[config.mk]
export PLATFORM = sky130hd
export DESIGN_NAME = cscc_ctrl
export DESIGN_NICKNAME = d
export VERILOG_FILES = /design/src/core/cscc_pkg.sv /design/src/core/cscc_ctrl.sv /design/src/core/cscc_sync.sv
export SDC_FILE = /design/constraint.sdc
export NUM_CORES = 1
export LEC_CHECK = 0
export BUFFER_PORTS_ARGS = -buffer_cell sky130_fd_sc_hd__buf_2
export CORE_ASPECT_RATIO = 0.9
export CORE_UTILIZATION = 46
export DETAILED_ROUTE_END_ITERATION = 8
export HOLD_SLACK_MARGIN = 0.06
export PLACE_DENSITY = 0.79
export SLEW_MARGIN = 20
export SYNTH_ARGS = -nofsm -noshare
export SYNTH_HDL_FRONTEND = slang
export SYNTH_HIERARCHICAL = 1
export SYNTH_SLANG_ARGS = --single-unit
[constraint.sdc]
create_clock -name sys_clk_i -period 2 [get_ports sys_clk_i]
set_input_delay 0.1 -clock sys_clk_i [delete_from_list [all_inputs] [get_ports sys_clk_i]]
set_output_delay 0.1 -clock sys_clk_i [all_outputs]
set_load 0.1 [all_outputs]
[src/core/cscc_pkg.sv]
// package of constants shared by the clock source configuration block
package cscc_pkg;

	// register byte addresses on the axi4-lite slave
	localparam logic [7:0] OFF_CTRL1  = 8'h00;
	localparam logic [7:0] OFF_STATUS = 8'h04;
	localparam int         ADDR_W     = 8;

	// field positions in clock_gen_control_1
	localparam int BIT_HIGH_GAIN  = 7;
	localparam int BIT_RANGE      = 6;
	localparam int BIT_REF_SELECT = 5;
	localparam int BIT_MODE_HI    = 4;
	localparam int BIT_MODE_LO    = 3;
	localparam int BIT_KEEP_ON    = 2;
	localparam int BIT_LOSS_DIS   = 1;

	// field positions in the status register
	localparam int STAT_MODE_HI   = 7;
	localparam int STAT_MODE_LO   = 6;
	localparam int STAT_REF       = 5;
	localparam int STAT_EXT_OK    = 4;
	localparam int STAT_PENDING   = 3;
	localparam int STAT_FIRST     = 2;
	localparam int STAT_RESERVED  = 1;

	// reset value: self-clocked, low power, low range, external clock requested
	localparam logic [7:0] CTRL1_RESET = 8'h00;

	// clock mode encodings
	localparam logic [1:0] MODE_SELF_CLOCKED  = 2'h0;
	localparam logic [1:0] MODE_FLL_ENG_INT   = 2'h1;
	localparam logic [1:0] MODE_FLL_BYP_EXT   = 2'h2;
	localparam logic [1:0] MODE_FLL_ENG_EXT   = 2'h3;

	// fll loop prescale factor for each range
	localparam logic [6:0] PRESCALE_LOW  = 7'h40;
	localparam logic [6:0] PRESCALE_HIGH = 7'h01;

	// cycles a mode request spends crossing into the generator before it is active
	localparam logic [1:0] MODE_SYNC_CYCLES = 2'h3;

	// axi responses
	localparam logic [1:0] RESP_OKAY   = 2'h0;
	localparam logic [1:0] RESP_SLVERR = 2'h2;

endpackage : cscc_pkg

[src/core/cscc_ctrl.sv]
// clock source configuration block: control register, pin reservation, mode switching
//
// Function
// - first write picking an external mode reserves ext_ref_in_pin, role set by ext_ref_select.
// - first write picking internal or self-clocked mode leaves both oscillator pins unused.
// - first write picking an external mode drives osc_out_pin as oscillator output.
// - oscillator runs low power by default; high amplitude only when osc_high_gain_sel is one.
// - osc_high_gain_sel sits at bit 7, one selects high gain, write-once after reset.
// - only the first write after reset reaches each write-once bit.
// - range bit at position 6, write-once; zero gives prescale 64, one gives 1.
// - range bit acts only in the two external-reference modes.
// - ext_ref_select at bit 5, write-once; one requests crystal, zero external clock.
// - clock_mode_select at bits 4:3 encodes self, engaged internal, bypassed, engaged external.
// - a bypassed-external request waits until ext_ref_clk_ok is one.
// - entering off mode leaves clock_mode_select unchanged.
// - a mode write during an unfinished mode change is ignored.
// - after a first write of 0X, later writes of 1X are blocked until reset.
// - osc_keep_on_in_off at bit 2 chooses whether the oscillator survives off mode.
// - osc_keep_on_in_off is ignored when high gain and high range are both set.
// - clock_loss_detect_disable at bit 1, one disables loss-of-clock detection.
// - after reset the generator runs self-clocked with the fll open loop.
// - mode_status reports the active mode, lagging writes by the crossing delay.
// - ref_status reads zero for external clock and one for crystal reference.
`timescale 1ns/1ps
module cscc_ctrl (
	input  wire logic                        sys_clk_i,         // 50 mhz system clock
	input  wire logic                        rstn_i,            // async active-low reset
	// axi4-lite slave
	input  wire logic [cscc_pkg::ADDR_W-1:0] s_axi_awaddr_i,    // write address
	input  wire logic                        s_axi_awvalid_i,   // write address valid
	output logic                             s_axi_awready_o,   // write address ready
	input  wire logic [31:0]                 s_axi_wdata_i,     // write data
	input  wire logic [3:0]                  s_axi_wstrb_i,     // byte enables
	input  wire logic                        s_axi_wvalid_i,    // write data valid
	output logic                             s_axi_wready_o,    // write data ready
	output logic [1:0]                       s_axi_bresp_o,     // write response
	output logic                             s_axi_bvalid_o,    // write response valid
	input  wire logic                        s_axi_bready_i,    // write response ready
	input  wire logic [cscc_pkg::ADDR_W-1:0] s_axi_araddr_i,    // read address
	input  wire logic                        s_axi_arvalid_i,   // read address valid
	output logic                             s_axi_arready_o,   // read address ready
	output logic [31:0]                      s_axi_rdata_o,     // read data
	output logic [1:0]                       s_axi_rresp_o,     // read response
	output logic                             s_axi_rvalid_o,    // read data valid
	input  wire logic                        s_axi_rready_i,    // read data ready
	// generator side
	input  wire logic                        ext_ref_clk_ok_i,  // external reference valid
	input  wire logic                        off_mode_i,        // generator in off mode
	input  wire logic                        osc_enable_req_i,  // enable request in off mode
	output logic                             ext_ref_in_use_o,  // ext_ref_in_pin reserved
	output logic                             ext_ref_is_osc_o,  // pin is oscillator input
	output logic                             osc_out_oe_o,      // osc_out_pin driven
	output logic                             osc_enable_o,      // oscillator circuit on
	output logic                             osc_high_gain_o,   // high amplitude operation
	output logic [6:0]                       fll_prescale_o,    // fll loop prescale factor
	output logic [1:0]                       clock_mode_o,      // active clock mode
	output logic                             loss_detect_en_o   // loss-of-clock detection on
);

	typedef struct packed {
		logic                        awready;
		logic                        wready;
		logic                        aw_got;
		logic                        w_got;
		logic [cscc_pkg::ADDR_W-1:0] waddr;
		logic [7:0]                  wdata;
		logic                        wlane0;
		logic                        bvalid;
		logic [1:0]                  bresp;
		logic                        arready;
		logic                        rvalid;
		logic [1:0]                  rresp;
		logic [31:0]                 rdata;
		logic [7:0]                  ctrl;
		logic                        first_done;
		logic                        reserved;
		logic                        pending;
		logic [1:0]                  lag;
		logic [1:0]                  active;
		logic                        ref_status;
		logic                        osc_en;
		logic                        high_gain;
		logic [6:0]                  prescale;
		logic                        loss_en;
	} cscc_state_t;

	cscc_state_t q;
	cscc_state_t next_q;

	logic rst_sync_n;
	logic ext_ok;

	// reset is asserted at once and released through two flops
	cscc_sync u_rst_sync (
		.clk_i  (sys_clk_i),
		.rstn_i (rstn_i),
		.d_i    (1'b1),
		.q_o    (rst_sync_n)
	);

	// the reference-good level comes from the analog monitor, off this clock
	cscc_sync u_ext_ok_sync (
		.clk_i  (sys_clk_i),
		.rstn_i (rst_sync_n),
		.d_i    (ext_ref_clk_ok_i),
		.q_o    (ext_ok)
	);

	// next-state logic for bus slave and clock configuration
	always_comb begin
		logic       do_write;
		logic       keep_eff;
		logic       ext_mode;
		logic [7:0] d;
		logic [1:0] req_mode;
		logic [7:0] status;
		logic [1:0] sel_mode;
		do_write = 1'b0;
		keep_eff = 1'b0;
		ext_mode = 1'b0;
		d        = 8'h00;
		req_mode = 2'h0;
		status   = 8'h00;
		sel_mode = 2'h0;
		next_q   = q;

		// write address and data are taken in either order
		if (q.awready && s_axi_awvalid_i) begin
			next_q.awready = 1'b0;
			next_q.aw_got  = 1'b1;
			next_q.waddr   = s_axi_awaddr_i;
		end
		if (q.wready && s_axi_wvalid_i) begin
			next_q.wready = 1'b0;
			next_q.w_got  = 1'b1;
			next_q.wdata  = s_axi_wdata_i[7:0];
			next_q.wlane0 = s_axi_wstrb_i[0];
		end

		// both halves present: perform the write and raise the response
		if (q.aw_got && q.w_got && !q.bvalid) begin
			next_q.aw_got = 1'b0;
			next_q.w_got  = 1'b0;
			next_q.bvalid = 1'b1;
			if (q.waddr == cscc_pkg::OFF_CTRL1) begin
				next_q.bresp = cscc_pkg::RESP_OKAY;
				do_write     = q.wlane0;
			end else if (q.waddr == cscc_pkg::OFF_STATUS) begin
				next_q.bresp = cscc_pkg::RESP_OKAY;  // read-only, write dropped
			end else begin
				next_q.bresp = cscc_pkg::RESP_SLVERR;
			end
		end

		// ready reopens only after the response is accepted: one write at a time
		if (q.bvalid && s_axi_bready_i) begin
			next_q.bvalid  = 1'b0;
			next_q.awready = 1'b1;
			next_q.wready  = 1'b1;
		end

		// control register write
		d        = q.wdata;
		req_mode = {d[cscc_pkg::BIT_MODE_HI], d[cscc_pkg::BIT_MODE_LO]};
		if (do_write) begin
			if (!q.first_done) begin
				// first write sets every field and freezes the pin decision
				next_q.first_done = 1'b1;
				next_q.ctrl       = {d[7:1], 1'b0};
				next_q.reserved   = req_mode[1];
				next_q.ref_status = d[cscc_pkg::BIT_REF_SELECT];
			end else begin
				// write-once bits keep their first value until reset
				next_q.ctrl[cscc_pkg::BIT_KEEP_ON] = d[cscc_pkg::BIT_KEEP_ON];
				next_q.ctrl[cscc_pkg::BIT_LOSS_DIS] = d[cscc_pkg::BIT_LOSS_DIS];
			end
			// mode write accepted only when no change is in flight and pins allow it
			if (!q.pending && (req_mode != q.active)
				&& (!q.first_done || q.reserved || !req_mode[1])) begin
				next_q.ctrl[cscc_pkg::BIT_MODE_HI] = req_mode[1];
				next_q.ctrl[cscc_pkg::BIT_MODE_LO] = req_mode[0];
				next_q.pending = 1'b1;
				next_q.lag     = cscc_pkg::MODE_SYNC_CYCLES;
			end else if (q.first_done || q.pending) begin
				// a refused mode write leaves the field as it was
				next_q.ctrl[cscc_pkg::BIT_MODE_HI] = q.ctrl[cscc_pkg::BIT_MODE_HI];
				next_q.ctrl[cscc_pkg::BIT_MODE_LO] = q.ctrl[cscc_pkg::BIT_MODE_LO];
			end
		end

		// mode change crosses into the generator; off mode only pauses it
		if (q.pending && !off_mode_i) begin
			if (q.lag != 2'h0) begin
				next_q.lag = q.lag - 2'h1;
			end else if ({q.ctrl[cscc_pkg::BIT_MODE_HI], q.ctrl[cscc_pkg::BIT_MODE_LO]}
				!= cscc_pkg::MODE_FLL_BYP_EXT || ext_ok) begin
				next_q.active  = {q.ctrl[cscc_pkg::BIT_MODE_HI],
					q.ctrl[cscc_pkg::BIT_MODE_LO]};
				next_q.pending = 1'b0;
			end
		end

		// oscillator and loop settings follow the registered configuration
		ext_mode = q.active[1];
		next_q.high_gain = q.reserved && q.ctrl[cscc_pkg::BIT_HIGH_GAIN];
		next_q.prescale  = (ext_mode && !q.ctrl[cscc_pkg::BIT_RANGE])
			? cscc_pkg::PRESCALE_LOW : cscc_pkg::PRESCALE_HIGH;
		next_q.loss_en   = !q.ctrl[cscc_pkg::BIT_LOSS_DIS];
		// with high gain and high range the keep-on bit is treated as zero
		keep_eff = q.ctrl[cscc_pkg::BIT_KEEP_ON]
			&& !(q.ctrl[cscc_pkg::BIT_HIGH_GAIN] && q.ctrl[cscc_pkg::BIT_RANGE]);
		// the amplifier follows the requested mode: a crystal must swing before
		// the reference can be judged good, else a bypass request would never land
		sel_mode = {q.ctrl[cscc_pkg::BIT_MODE_HI], q.ctrl[cscc_pkg::BIT_MODE_LO]};
		if (!q.reserved || !q.ref_status) begin
			next_q.osc_en = 1'b0;
		end else if (!off_mode_i) begin
			next_q.osc_en = sel_mode[1];
		end else if (keep_eff) begin
			next_q.osc_en = sel_mode[1];
		end else begin
			next_q.osc_en = osc_enable_req_i
				&& (sel_mode == cscc_pkg::MODE_FLL_BYP_EXT);
		end

		// status word: active mode, reference, reference good, busy, flags
		status[cscc_pkg::STAT_MODE_HI]  = q.active[1];
		status[cscc_pkg::STAT_MODE_LO]  = q.active[0];
		status[cscc_pkg::STAT_REF]      = q.ref_status;
		status[cscc_pkg::STAT_EXT_OK]   = ext_ok;
		status[cscc_pkg::STAT_PENDING]  = q.pending;
		status[cscc_pkg::STAT_FIRST]    = q.first_done;
		status[cscc_pkg::STAT_RESERVED] = q.reserved;

		// read channel: one read under way at a time
		if (q.arready && s_axi_arvalid_i) begin
			next_q.arready = 1'b0;
			next_q.rvalid  = 1'b1;
			next_q.rresp   = cscc_pkg::RESP_OKAY;
			if (s_axi_araddr_i == cscc_pkg::OFF_CTRL1) begin
				next_q.rdata = {24'h00_0000, q.ctrl};
			end else if (s_axi_araddr_i == cscc_pkg::OFF_STATUS) begin
				next_q.rdata = {24'h00_0000, status};
			end else begin
				next_q.rdata = 32'h0000_0000;
				next_q.rresp = cscc_pkg::RESP_SLVERR;
			end
		end
		if (q.rvalid && s_axi_rready_i) begin
			next_q.rvalid  = 1'b0;
			next_q.arready = 1'b1;
		end
	end

	// single state register; reset puts the generator in self-clocked mode
	always_ff @(posedge sys_clk_i or negedge rst_sync_n) begin
		if (!rst_sync_n) begin
			q            <= '0;
			q.awready    <= 1'b1;
			q.wready     <= 1'b1;
			q.arready    <= 1'b1;
			q.ctrl       <= cscc_pkg::CTRL1_RESET;
			q.active     <= cscc_pkg::MODE_SELF_CLOCKED;
			q.prescale   <= cscc_pkg::PRESCALE_HIGH;
			q.loss_en    <= 1'b1;
		end else begin
			q <= next_q;
		end
	end

	// outputs come straight from the state register
	assign s_axi_awready_o  = q.awready;
	assign s_axi_wready_o   = q.wready;
	assign s_axi_bresp_o    = q.bresp;
	assign s_axi_bvalid_o   = q.bvalid;
	assign s_axi_arready_o  = q.arready;
	assign s_axi_rdata_o    = q.rdata;
	assign s_axi_rresp_o    = q.rresp;
	assign s_axi_rvalid_o   = q.rvalid;
	assign ext_ref_in_use_o = q.reserved;
	assign ext_ref_is_osc_o = q.ref_status;
	assign osc_out_oe_o     = q.reserved;
	assign osc_enable_o     = q.osc_en;
	assign osc_high_gain_o  = q.high_gain;
	assign fll_prescale_o   = q.prescale;
	assign clock_mode_o     = q.active;
	assign loss_detect_en_o = q.loss_en;

endmodule : cscc_ctrl

[src/core/cscc_sync.sv]
// two flip-flop synchroniser for one level
`timescale 1ns/1ps
module cscc_sync (
	input  wire logic clk_i,   // destination clock
	input  wire logic rstn_i,  // asynchronous active-low reset
	input  wire logic d_i,     // level from another domain
	output logic      q_o      // synchronised level
);
	logic stage1;
	logic stage2;

	// first stage feeds only the second stage
	always_ff @(posedge clk_i or negedge rstn_i) begin
		if (!rstn_i) begin
			stage1 <= 1'b0;
			stage2 <= 1'b0;
		end else begin
			stage1 <= d_i;
			stage2 <= stage1;
		end
	end

	assign q_o = stage2;

endmodule : cscc_sync

==> results.toml, run 1 <==
[floorplanning]
row_count = 25
core_area_um2 = 5260
dieArea_um2 = 5790
ios = 118
die_x_um = 80.1
fp.dieH_um = 72.3
initial_utilization_pct = 48.1

[grt]
grt_pass1_vias = 1629
antenna_found_initial = 0
grt_pass1_wl_um = 7140
grt_use_total_pct = 16.2
grt_max_degree = 54
grt_overflow = 0

[setup_path]
rr_endpoint = "q[21]"
cp-end-kind = "flip-flop"
crit_path_start_kind = "flip-flop"
worst-setup-path-type = "flip-flop to flip-flop"
r2r_start = "q[79]"
r2r_setup_slack_ps = -120
cp.arrival_ps = 2320
r2r_cells = 4
crit_fanout = 5
required_ps = 2200

[power]
p_seq_share_pct = 44.9
power.internal_uw = 2140
combPwrFrac_pct = 33.1
power.leakage_uw = 0.00156
p_switching_uw = 1340
clkPwrFrac_pct = 21.9
swShare_pct = 38.6
p_per_area_nw_per_um2 = 1100
vdd_drop_max_mv = 0.865

[clock_tree]
cts_htree_levels = 2
clock_latency_ps = 300
clock-sinks = 55
cts_buffers = 5
cts_buffer_depth = 2
clkTransAtPathRegs_ps = 90
clockRootBuffer = "clkbuf_8"
tritoncts = "built"

[yosys]
synth-seq-area-share_pct = 54.7
synthCells = 217
ys_seq_elements = 55
synth_warnings = 6
syn_avg_cell_area_um2 = 11.6
synth_cell_types = 37
syn_area_um2 = 2530

[run_status]
violations = "setup timing"
outcome = "finished with violations"

[detailed_routing]
vias = 1708
drt_iter0_markers = 75
antenna_left = 0
routedWlPerCell_um = 12.3
route.detailed.drc = 0
vias_per_cell = 4.65
dr.pass1.iters = 4
totalWireLength_um = 4520

[timing]
slew_viol_final = 0
hold_viol = 0
min_period_ps = 2120
slew_headroom_pct = 56.5
rsz0062_at_grt = "yes"
final.period_utilization_pct = 106
worst_pin_slew_ps = 653
fin_skew_ps = 6.55
fmaxAchievable_ghz = 0.472
fin_ws_ps = -121
hold_slack_ps = 93.3
finalSetupViolations = 9

[job]
drv_cap = 0

[finish]
utilization_pct = 60.1
n_fill_cell = 415
area_growth_syn_to_layout_pct = 25.0
drive_gt1_share_pct = 36.3
num_antenna_cells = 0
final_nets = 361

[place]
routabilityCongestion = 0.792
dp_hpwl_um = 3010
io_buffers = 57

[hold_path]
hold_path_class = "primary input to async pin"
area by class of cell:
class | count | area [µm²] | area share [%]
well taps | 67 | 83.8 | 2.66
multi-input cells | 133 | 900 | 28.5
repair buffers | 92 | 626 | 19.8
clock inverters | 2 | 35.0 | 1.11
clock buffers | 6 | 82.6 | 2.62
inverters | 12 | 45.0 | 1.43
flip-flops and latches | 55 | 1390 | 43.9
cell families after synthesis:
group / share of synthesized area [%]
flops: 54.7
xor+xnor: 0.694
compound gates: 7.38
mux: 13.0
buf+inv: 16.0
other cells: 0.297
simple gates: 7.83
cells in the final DEF, fill, tap and decap left out, types with 3 or more instances in the layout:
cell / n
buf_2: 57
buf_4: 5
clkbuf_8: 6
conb_1: 33
dfrtp_1: 48
dfstp_2: 5
dlygate4sd3_1: 28
inv_1: 11
mux2_2: 16
mux2_4: 7
mux2i_1: 7
nand2_1: 17
nand2b_1: 4
nand3_1: 3
nor2_1: 3
o21ai_0: 10
o21ai_1: 8
or3_1: 3
per-stage QoR:
step | total power, µW | setup WS (ps) | area, µm² | instances | TNS, ps
after global placement | 2620 | -119 | 2710 | 329 | -495
after detailed placement | 2670 | -127 | 2710 | 329 | -626
after global routing | 3650 | -156 | 3160 | 367 | -906
final | 3480 | -121 | 3160 | 367 | -524
after CTS | 3480 | -129 | 3120 | 366 | -765
after floorplan | 2540 | -146 | 2660 | 248 | -580
flip-flops by register name, indices dropped and copies added, names as in the netlist:
register and flops:
s_axi_wready_o 1, u_ext_ok_sync/stage1 1, loss_detect_en_o 1, s_axi_rvalid_o 1, u_rst_sync/q_o 1, s_axi_awready_o 1, s_axi_rdata_o 7, clock_mode_o 2
fll_prescale_o 2, s_axi_arready_o 1, osc_high_gain_o 1, q 29, osc_enable_o 1, s_axi_rresp_o 1, s_axi_bresp_o 1, s_axi_bvalid_o 1
u_ext_ok_sync/q_o 1, ext_ref_in_use_o 1, u_rst_sync/stage1 1
power groups by stage:
stage	Clock, µW	Sequential (µW)	Combinational, µW
finish	763	1560	1150
CTS	774	1560	1150
global route	823	1600	1230
floorplan	0	1750	791
detailed placement	0	1580	1090
global placement	0	1560	1060
cell usage after synthesis:
| cell | n | area, µm² |
|---|---|---|
| and2_1 | 1 | 6.26 |
| nand2b_1 | 4 | 25.0 |
| a22o_1 | 1 | 8.76 |
| o2bb2ai_1 | 1 | 8.76 |
| nor4_1 | 2 | 12.5 |
| nand3b_1 | 1 | 7.51 |
| nor2_1 | 3 | 11.3 |
| or3_1 | 3 | 18.8 |
| nor3_1 | 1 | 5.00 |
| nand3_1 | 3 | 15.0 |
| inv_1 | 11 | 41.3 |
| nor2_4 | 1 | 11.3 |
| a211oi_1 | 1 | 7.51 |
| a2bb2oi_1 | 1 | 8.76 |
| mux2i_1 | 7 | 70.1 |
| a22oi_1 | 1 | 7.51 |
| buf_4 | 46 | 345 |
| conb_1 | 2 | 7.51 |
| dfstp_2 | 5 | 131 |
| mux2_1 | 7 | 78.8 |
| o21ai_1 | 8 | 40.0 |
| o21ai_0 | 10 | 50.1 |
| clkbuf_1 | 1 | 3.75 |
| a21boi_0 | 1 | 7.51 |
| buf_6 | 1 | 11.3 |
| nand2_1 | 17 | 63.8 |
| a31oi_1 | 1 | 6.26 |
| nand4_1 | 1 | 6.26 |
| inv_2 | 1 | 3.75 |
| o22ai_1 | 1 | 6.26 |
| dfrtp_1 | 50 | 1250 |
| xor2_1 | 2 | 17.5 |
| or4_1 | 2 | 15.0 |
| a21boi_1 | 1 | 7.51 |
| a211oi_4 | 1 | 20.0 |
| o31ai_1 | 1 | 7.51 |
| mux2_2 | 16 | 180 |
layer usage:
layer	global-route usage (%)	share of wire, %	up-vias
li1	-	-	810
met2	29.4	49	64
met3	4.03	5.8	8
met4	4.76	1.0	0
met5	0	0	-
met1	18.9	44	826
worst max-delay path by stage:
stage                                  end           start  slack [ps]  cells after the start
after floorplan                      q[21]  s_axi_bvalid_o        -150                      5
after global placement               q[21]           q[79]        -120                      5
after detailed placement  ext_ref_in_use_o           q[79]        -130                      5
after CTS                            q[21]           q[79]        -130                      5
after global routing                 q[21]           q[79]        -160                      4
final                                q[21]           q[79]        -120                      4
worst max-delay path, stage by stage (launching register included):
cell and delay, ps:
dfrtp_1 390, or4_4 530, or4_4 500, a211oi_4 270, mux2_4 320
what timing repair did:
item,CTS,global route
hold buffers,28,0
setup buffers,1,2
gates resized for setup,3,7
pin swaps,1,3
setup endpoints to repair,7,11
endpoints found under the hold margin,25,0
Note: power is estimated with default switching activity, not from simulation.
==> run 2: changes to the inputs <==
- REMOVE_ABC_BUFFERS: not set -> 1
==> run 2 against run 1 <==
  * The run still ends with setup timing left
  * Via count grew 0.59%
  * Die area is the same
  * Global-route usage grew 1.7 points
  * Clock-buffer cell count grew 2
  * Core utilization shrank 1.0 points
  * Clock skew shrank 3.5 ps
  * Largest power group unchanged
  * Highest routed layer unchanged
==> results.toml, run 2 (same netlist as run 1, synthesis figures left out) <==
[place]
place_area_um2 = 2700
routabilityCongestion = 0.794
post-place-ws_ps = -319
io_buffers = 57
dp_hpwl_um = 3100

[grt]
grt_use_total_pct = 17.9
antenna_found_initial = 0
grt_pass1_wl_um = 7720
grt_overflow = 0
grt_max_degree = 54
grt_pass1_vias = 1735

[power]
swShare_pct = 39.5
power.leakage_uw = 0.00154
p_switching_uw = 1330
clkPwrFrac_pct = 19.5
combPwrFrac_pct = 34.4
p_per_area_nw_per_um2 = 1090
vdd_drop_max_mv = 0.731
power.internal_uw = 2050
p_seq_share_pct = 46.1

[detailed_routing]
antenna_left = 0
vias_per_cell = 4.69
route.detailed.drc = 0
wl_met2_um = 2210
routedWlPerCell_um = 12.6
wl_met1_um = 2020
top_layer = "met4"
drt_iter0_markers = 104
dr.pass1.iters = 4
dr_wl_met3_um = 327
vias = 1718
totalWireLength_um = 4620

[setup_path]
crit_fanout = 4
crit_chain = "or4_4 > or4_4 > a211oi_4 > mux2_4"
slowest_delay_ps = 540
cp_top_family = "simple AND/OR/NAND/NOR gates"
crit_slowest_cell = "or4_4"
worst-path-buf-inv = 0
crit_path_start_kind = "flip-flop"
worst-setup-path-type = "flip-flop to flip-flop"
r2r_setup_slack_ps = -50
rr_endpoint = "q[21]"
required_ps = 2200
r2r_start = "q[79]"
cp-end-kind = "flip-flop"
cp.arrival_ps = 2250
crit_top_cell = "or4_4"
r2r_cells = 4

[timing]
min_period_ps = 2050
fmaxAchievable_ghz = 0.488
worst_pin_slew_ps = 644
rsz0062_at_grt = "yes"
slew_headroom_pct = 57.1
hold_viol = 0
fin_skew_ps = 3.03
final.period_utilization_pct = 102
hold_slack_ps = 92.8
tns_ps = -174
slew_viol_final = 0
finalSetupViolations = 7
fin_ws_ps = -48.4

[floorplanning]
initial_utilization_pct = 48.1
die_x_um = 80.1
dieArea_um2 = 5790
ios = 118
row_count = 25
core_area_um2 = 5260
fp.dieH_um = 72.3

[finish]
largest_reg_flops = 29
layout_common_cells = "57 x buf_2, 49 x dfrtp_1, 33 x conb_1, 27 x dlygate4sd3_1, 17 x nand2_1"
drive_gt1_share_pct = 34.4
n_fill_cell = 446
final_common_cell = "buf_2"
seqCellArea_um2 = 1380
area_growth_syn_to_layout_pct = 22.8
largest_register = "q"
multi_input_area_um2 = 882
num_antenna_cells = 0
final_area_um2 = 3100
utilization_pct = 59.0
final_nets = 360

[clock_tree]
cts_htree_levels = 2
tritoncts = "built"
cts_buffers = 5
clock_latency_ps = 310
cts_buffer_depth = 2
clock-sinks = 55
clkTransAtPathRegs_ps = 90
clockRootBuffer = "clkbuf_8"

[job]
drv_cap = 0

[run_status]
outcome = "finished with violations"
violations = "setup timing"

[hold_path]
hold_path_class = "primary input to async pin"
[run 2: cell count changes in the layout (fill, tap and decap cells not counted), moves of 2 or more]
| cell | change |
|---|---|
| buf_4 | +2 |
| buf_6 | -2 |
| mux2_1 | +3 |
| mux2_4 | -3 |
[run 2: worst max-delay path by stage]
stage | startpoint | to | slack [ps] | cells after the start
2_1_floorplan | ext_ref_in_use_o | q[21] | -740 | 3
3_3_place_gp | q[79] | q[21] | -280 | 4
3_5_place_dp | q[79] | q[21] | -320 | 4
4_1_cts | q[79] | q[13] | -40 | 5
5_1_grt | q[79] | q[21] | -110 | 4
6_report | q[79] | q[21] | -50 | 4
[run 2: timing repair]
| item | CTS | global route |
|---|---|---|
| hold buffers | 27 | 0 |
| buffers inserted | 1 | 0 |
| pin swaps | 2 | 0 |
| setup endpoints to repair | 11 | 10 |
| endpoints found under the hold margin | 25 | 0 |
| resized for setup | 6 | 1 |
[run 2: stage by stage]
step	power [µW]	instances
finish	3380	366
global route	3550	366
CTS	3410	366
detailed placement	2670	330
global placement	2630	330
floorplan	2460	200
[run 2: power groups by stage]
stage	logic [µW]	registers, µW	clock network, µW
after floorplan	594	1860	0
after global placement	1070	1560	0
after detailed placement	1100	1570	0
after CTS	1170	1560	685
after global routing	1240	1600	721
final	1160	1560	659
[run 2: final cells by class]
type / count / share of cell area, %
multi-input cells: 133 / 28.4
flip-flops and latches: 55 / 44.6
clock buffers: 8 / 3.23
well taps: 67 / 2.70
repair buffers: 91 / 19.6
inverters: 12 / 1.45
[run 2: routing by layer]
metal  up-vias  GRT usage [%]
met5         -              0
met4         0           9.52
met3         5           3.77
met2        72           31.1
met1       827           20.9
li1        814              -
[run 2: worst register-to-register path: stages (launching register included)]
cell and delay, ps:
dfrtp_1 390, or4_4 540, or4_4 480, a211oi_4 210
mux2_4 320
==> run 3: changes to the inputs <==
- ABC_AREA: not set -> 1
- CORE_UTILIZATION: 46 -> 47
- REMOVE_ABC_BUFFERS: 1 -> not set
==> run 3 against run 2 <==
  * Cell count up 27%
  * Critical path type is now flip-flop to output pin
  * Die area up 4.8%
  * Clock skew up 8.3 ps
  * Combinational power up 55%
  * The flow now finishes without violations
  * Sequential share of layout area down 1.8 points
  * Highest routed layer unchanged
  * Register-to-register slack better by 670 ps
==> results.toml, run 3 <==
[setup_path]
slowest_delay_ps = 570
crit_fanout = 3
crit_slowest_cell = "dfstp_2"
crit_chain = "buf_2"
cp-end-kind = "output pin"
cp.arrival_ps = 1320
worst-setup-path-type = "flip-flop to output pin"
worst-path-buf-inv = 1
r2r_cells = 3
cp_top_family = "flip-flops"
r2r_setup_slack_ps = 620
required_ps = 1900
crit_path_start_kind = "flip-flop"
cp_num_cells = 1

[detailed_routing]
drt_iter0_markers = 66
vias = 2051
route.detailed.drc = 0
antenna_left = 0
routedWlPerCell_um = 10.5
vias_per_cell = 4.40
dr.pass1.iters = 4
totalWireLength_um = 4880

[yosys]
ys.flop_type = "dfrtp_1"
synthArstFlopShare_pct = 100
synth_edf_count = 0
synthCells = 324
syn_area_um2 = 2710
syn_avg_cell_area_um2 = 8.36
synth_area_leaders = "dfrtp_1 46%, nand2_1 15%, buf_4 13%"
synth_warnings = 6
synth_cell_types = 26
synth_top_area_cell = "dfrtp_1"
ys_seq_elements = 55
yosysMostFrequentCell = "nand2_1"
synth-seq-area-share_pct = 51.0
synthTopCellsByCount = "111 x nand2_1, 50 x dfrtp_1, 46 x buf_4"
synth_top_area_share_pct = 46.2

[finish]
num_antenna_cells = 0
area_growth_syn_to_layout_pct = 19.3
multi_input_area_um2 = 938
fin_cells = 466
seqCellArea_um2 = 1380
drive_gt1_share_pct = 22.1
layout_common_cells = "111 x nand2_1, 57 x buf_2, 49 x dfrtp_1, 38 x inv_1, 33 x conb_1"
largest_reg_flops = 29
n_fill_cell = 475
final_common_cell = "nand2_1"
largest_register = "q"
final_nets = 460

[timing]
slew_viol_final = 0
fin_ws_ps = 578
hold_slack_ps = 84.6
fmaxAchievable_ghz = 0.703
rsz0062_at_grt = "no"
min_period_ps = 1420
final.period_utilization_pct = 71.1
fin_skew_ps = 11.3
tns_ps = 0
hold_viol = 0
slew_headroom_pct = 65.2
worst_pin_slew_ps = 522
finalSetupViolations = 0

[place]
post-place-ws_ps = 732
routabilityCongestion = 0.786
io_buffers = 57
numPlacedInstances = 433
dp_hpwl_um = 3500

[floorplanning]
initial_utilization_pct = 50.1
core_area_um2 = 5410
dieArea_um2 = 6070
row_count = 25
die_x_um = 82.0
ios = 118
fp.dieH_um = 74.0

[power]
combPwrFrac_pct = 42.3
p_per_area_nw_per_um2 = 1310
swShare_pct = 48.1
vdd_drop_max_mv = 1.49
clkPwrFrac_pct = 17.8
power.leakage_uw = 0.00186
p_total_uw = 4250
p_seq_share_pct = 39.8
power.internal_uw = 2200
p_switching_uw = 2040

[grt]
grt_pass1_wl_um = 7960
grt_max_degree = 32
grt_use_total_pct = 17.4
antenna_found_initial = 0
met3_usage_pct = 1.96
grt_pass1_vias = 1837
grt_util_met1_pct = 23.2
grt_overflow = 0
use_met2_pct = 28.5
grt-busiest-layer = "met2"

[clock_tree]
cts_resized = 0
clock_latency_ps = 320
clkTransAtPathRegs_ps = 110
clock-sinks = 55
cts_buffers = 5
cts_htree_levels = 2
clockRootBuffer = "clkbuf_8"
tritoncts = "built"
cts_buffer_depth = 2

[run_status]
outcome = "complete, no violations"

[hold_path]
hold_path_class = "primary input to async pin"

[job]
drv_cap = 0
-- run 3: cell count changes after synthesis, moves of 5 or more --
cell	before	now
inv_1	11	38
o21ai_1	8	2
nand2_1	17	111
nor2_1	3	15
mux2i_1	7	0
o21ai_0	10	15
mux2_2	16	0
nand3_1	3	14
mux2_1	7	0
-- run 3: timing repair --
item,in CTS,in global routing
hold endpoints to repair,24,0
buffers inserted,0,0
endpoints found under the setup margin,0,0
hold buffers,25,0
-- run 3: layout make-up --
cell class | count | share of cell area [%]
Inverter | 41 | 4.76
Multi-Input combinational cell | 212 | 29.0
Tap cell | 67 | 2.59
Clock inverter | 3 | 1.47
Timing Repair Buffer | 83 | 17.2
Clock buffer | 5 | 2.13
Sequential cell | 55 | 42.8
-- run 3: logic make-up (layout without fill, tap and decap cells) --
logic type,count (synthesis),count (layout),share of synthesized area [%]
flip-flops,55,55,51.0
AND/OR/NAND/NOR,152,152,24.2
AO/OA/AOI/OAI,27,27,5.82
other,2,33,0.277
buffers and inverters,88,132,18.6
-- run 3: through the flow --
step           utilization, %  area [µm²]
6_report                 59.7        3230
5_1_grt                  59.7        3230
4_1_cts                  59.7        3230
3_5_place_dp             52.9        2870
3_3_place_gp             52.9        2870
2_1_floorplan               -        2830
-- run 3: final timing paths --
path / from / endpoint
min in group sys_clk_i: osc_enable_req_i / osc_enable_o
min reg2reg: u_rst_sync/q_o / q[73]
max reg2reg: s_axi_wready_o / s_axi_wready_o
min: rstn_i / u_rst_sync/q_o
max in group asynchronous: u_rst_sync/q_o / s_axi_arready_o
max: s_axi_wready_o / s_axi_wready_o
-- run 3: power by group through the flow --
stage               Combinational, µW  Clock [µW]  Sequential, µW
floorplan                        1260           0            2020
global placement                 1720           0            1700
detailed placement               1750           0            1710
CTS                              1800         788            1690
global route                     1940         831            1740
finish                           1800         757            1690
-- run 3: routing by layer --
| layer | vias to the layer above | part of all wire, % |
|---|---|---|
| met1 | 925 | 48 |
| li1 | 1055 | - |
| met2 | 67 | 47 |
| met5 | - | 0 |
| met3 | 4 | 4.1 |
| met4 | 0 | 0.98 |
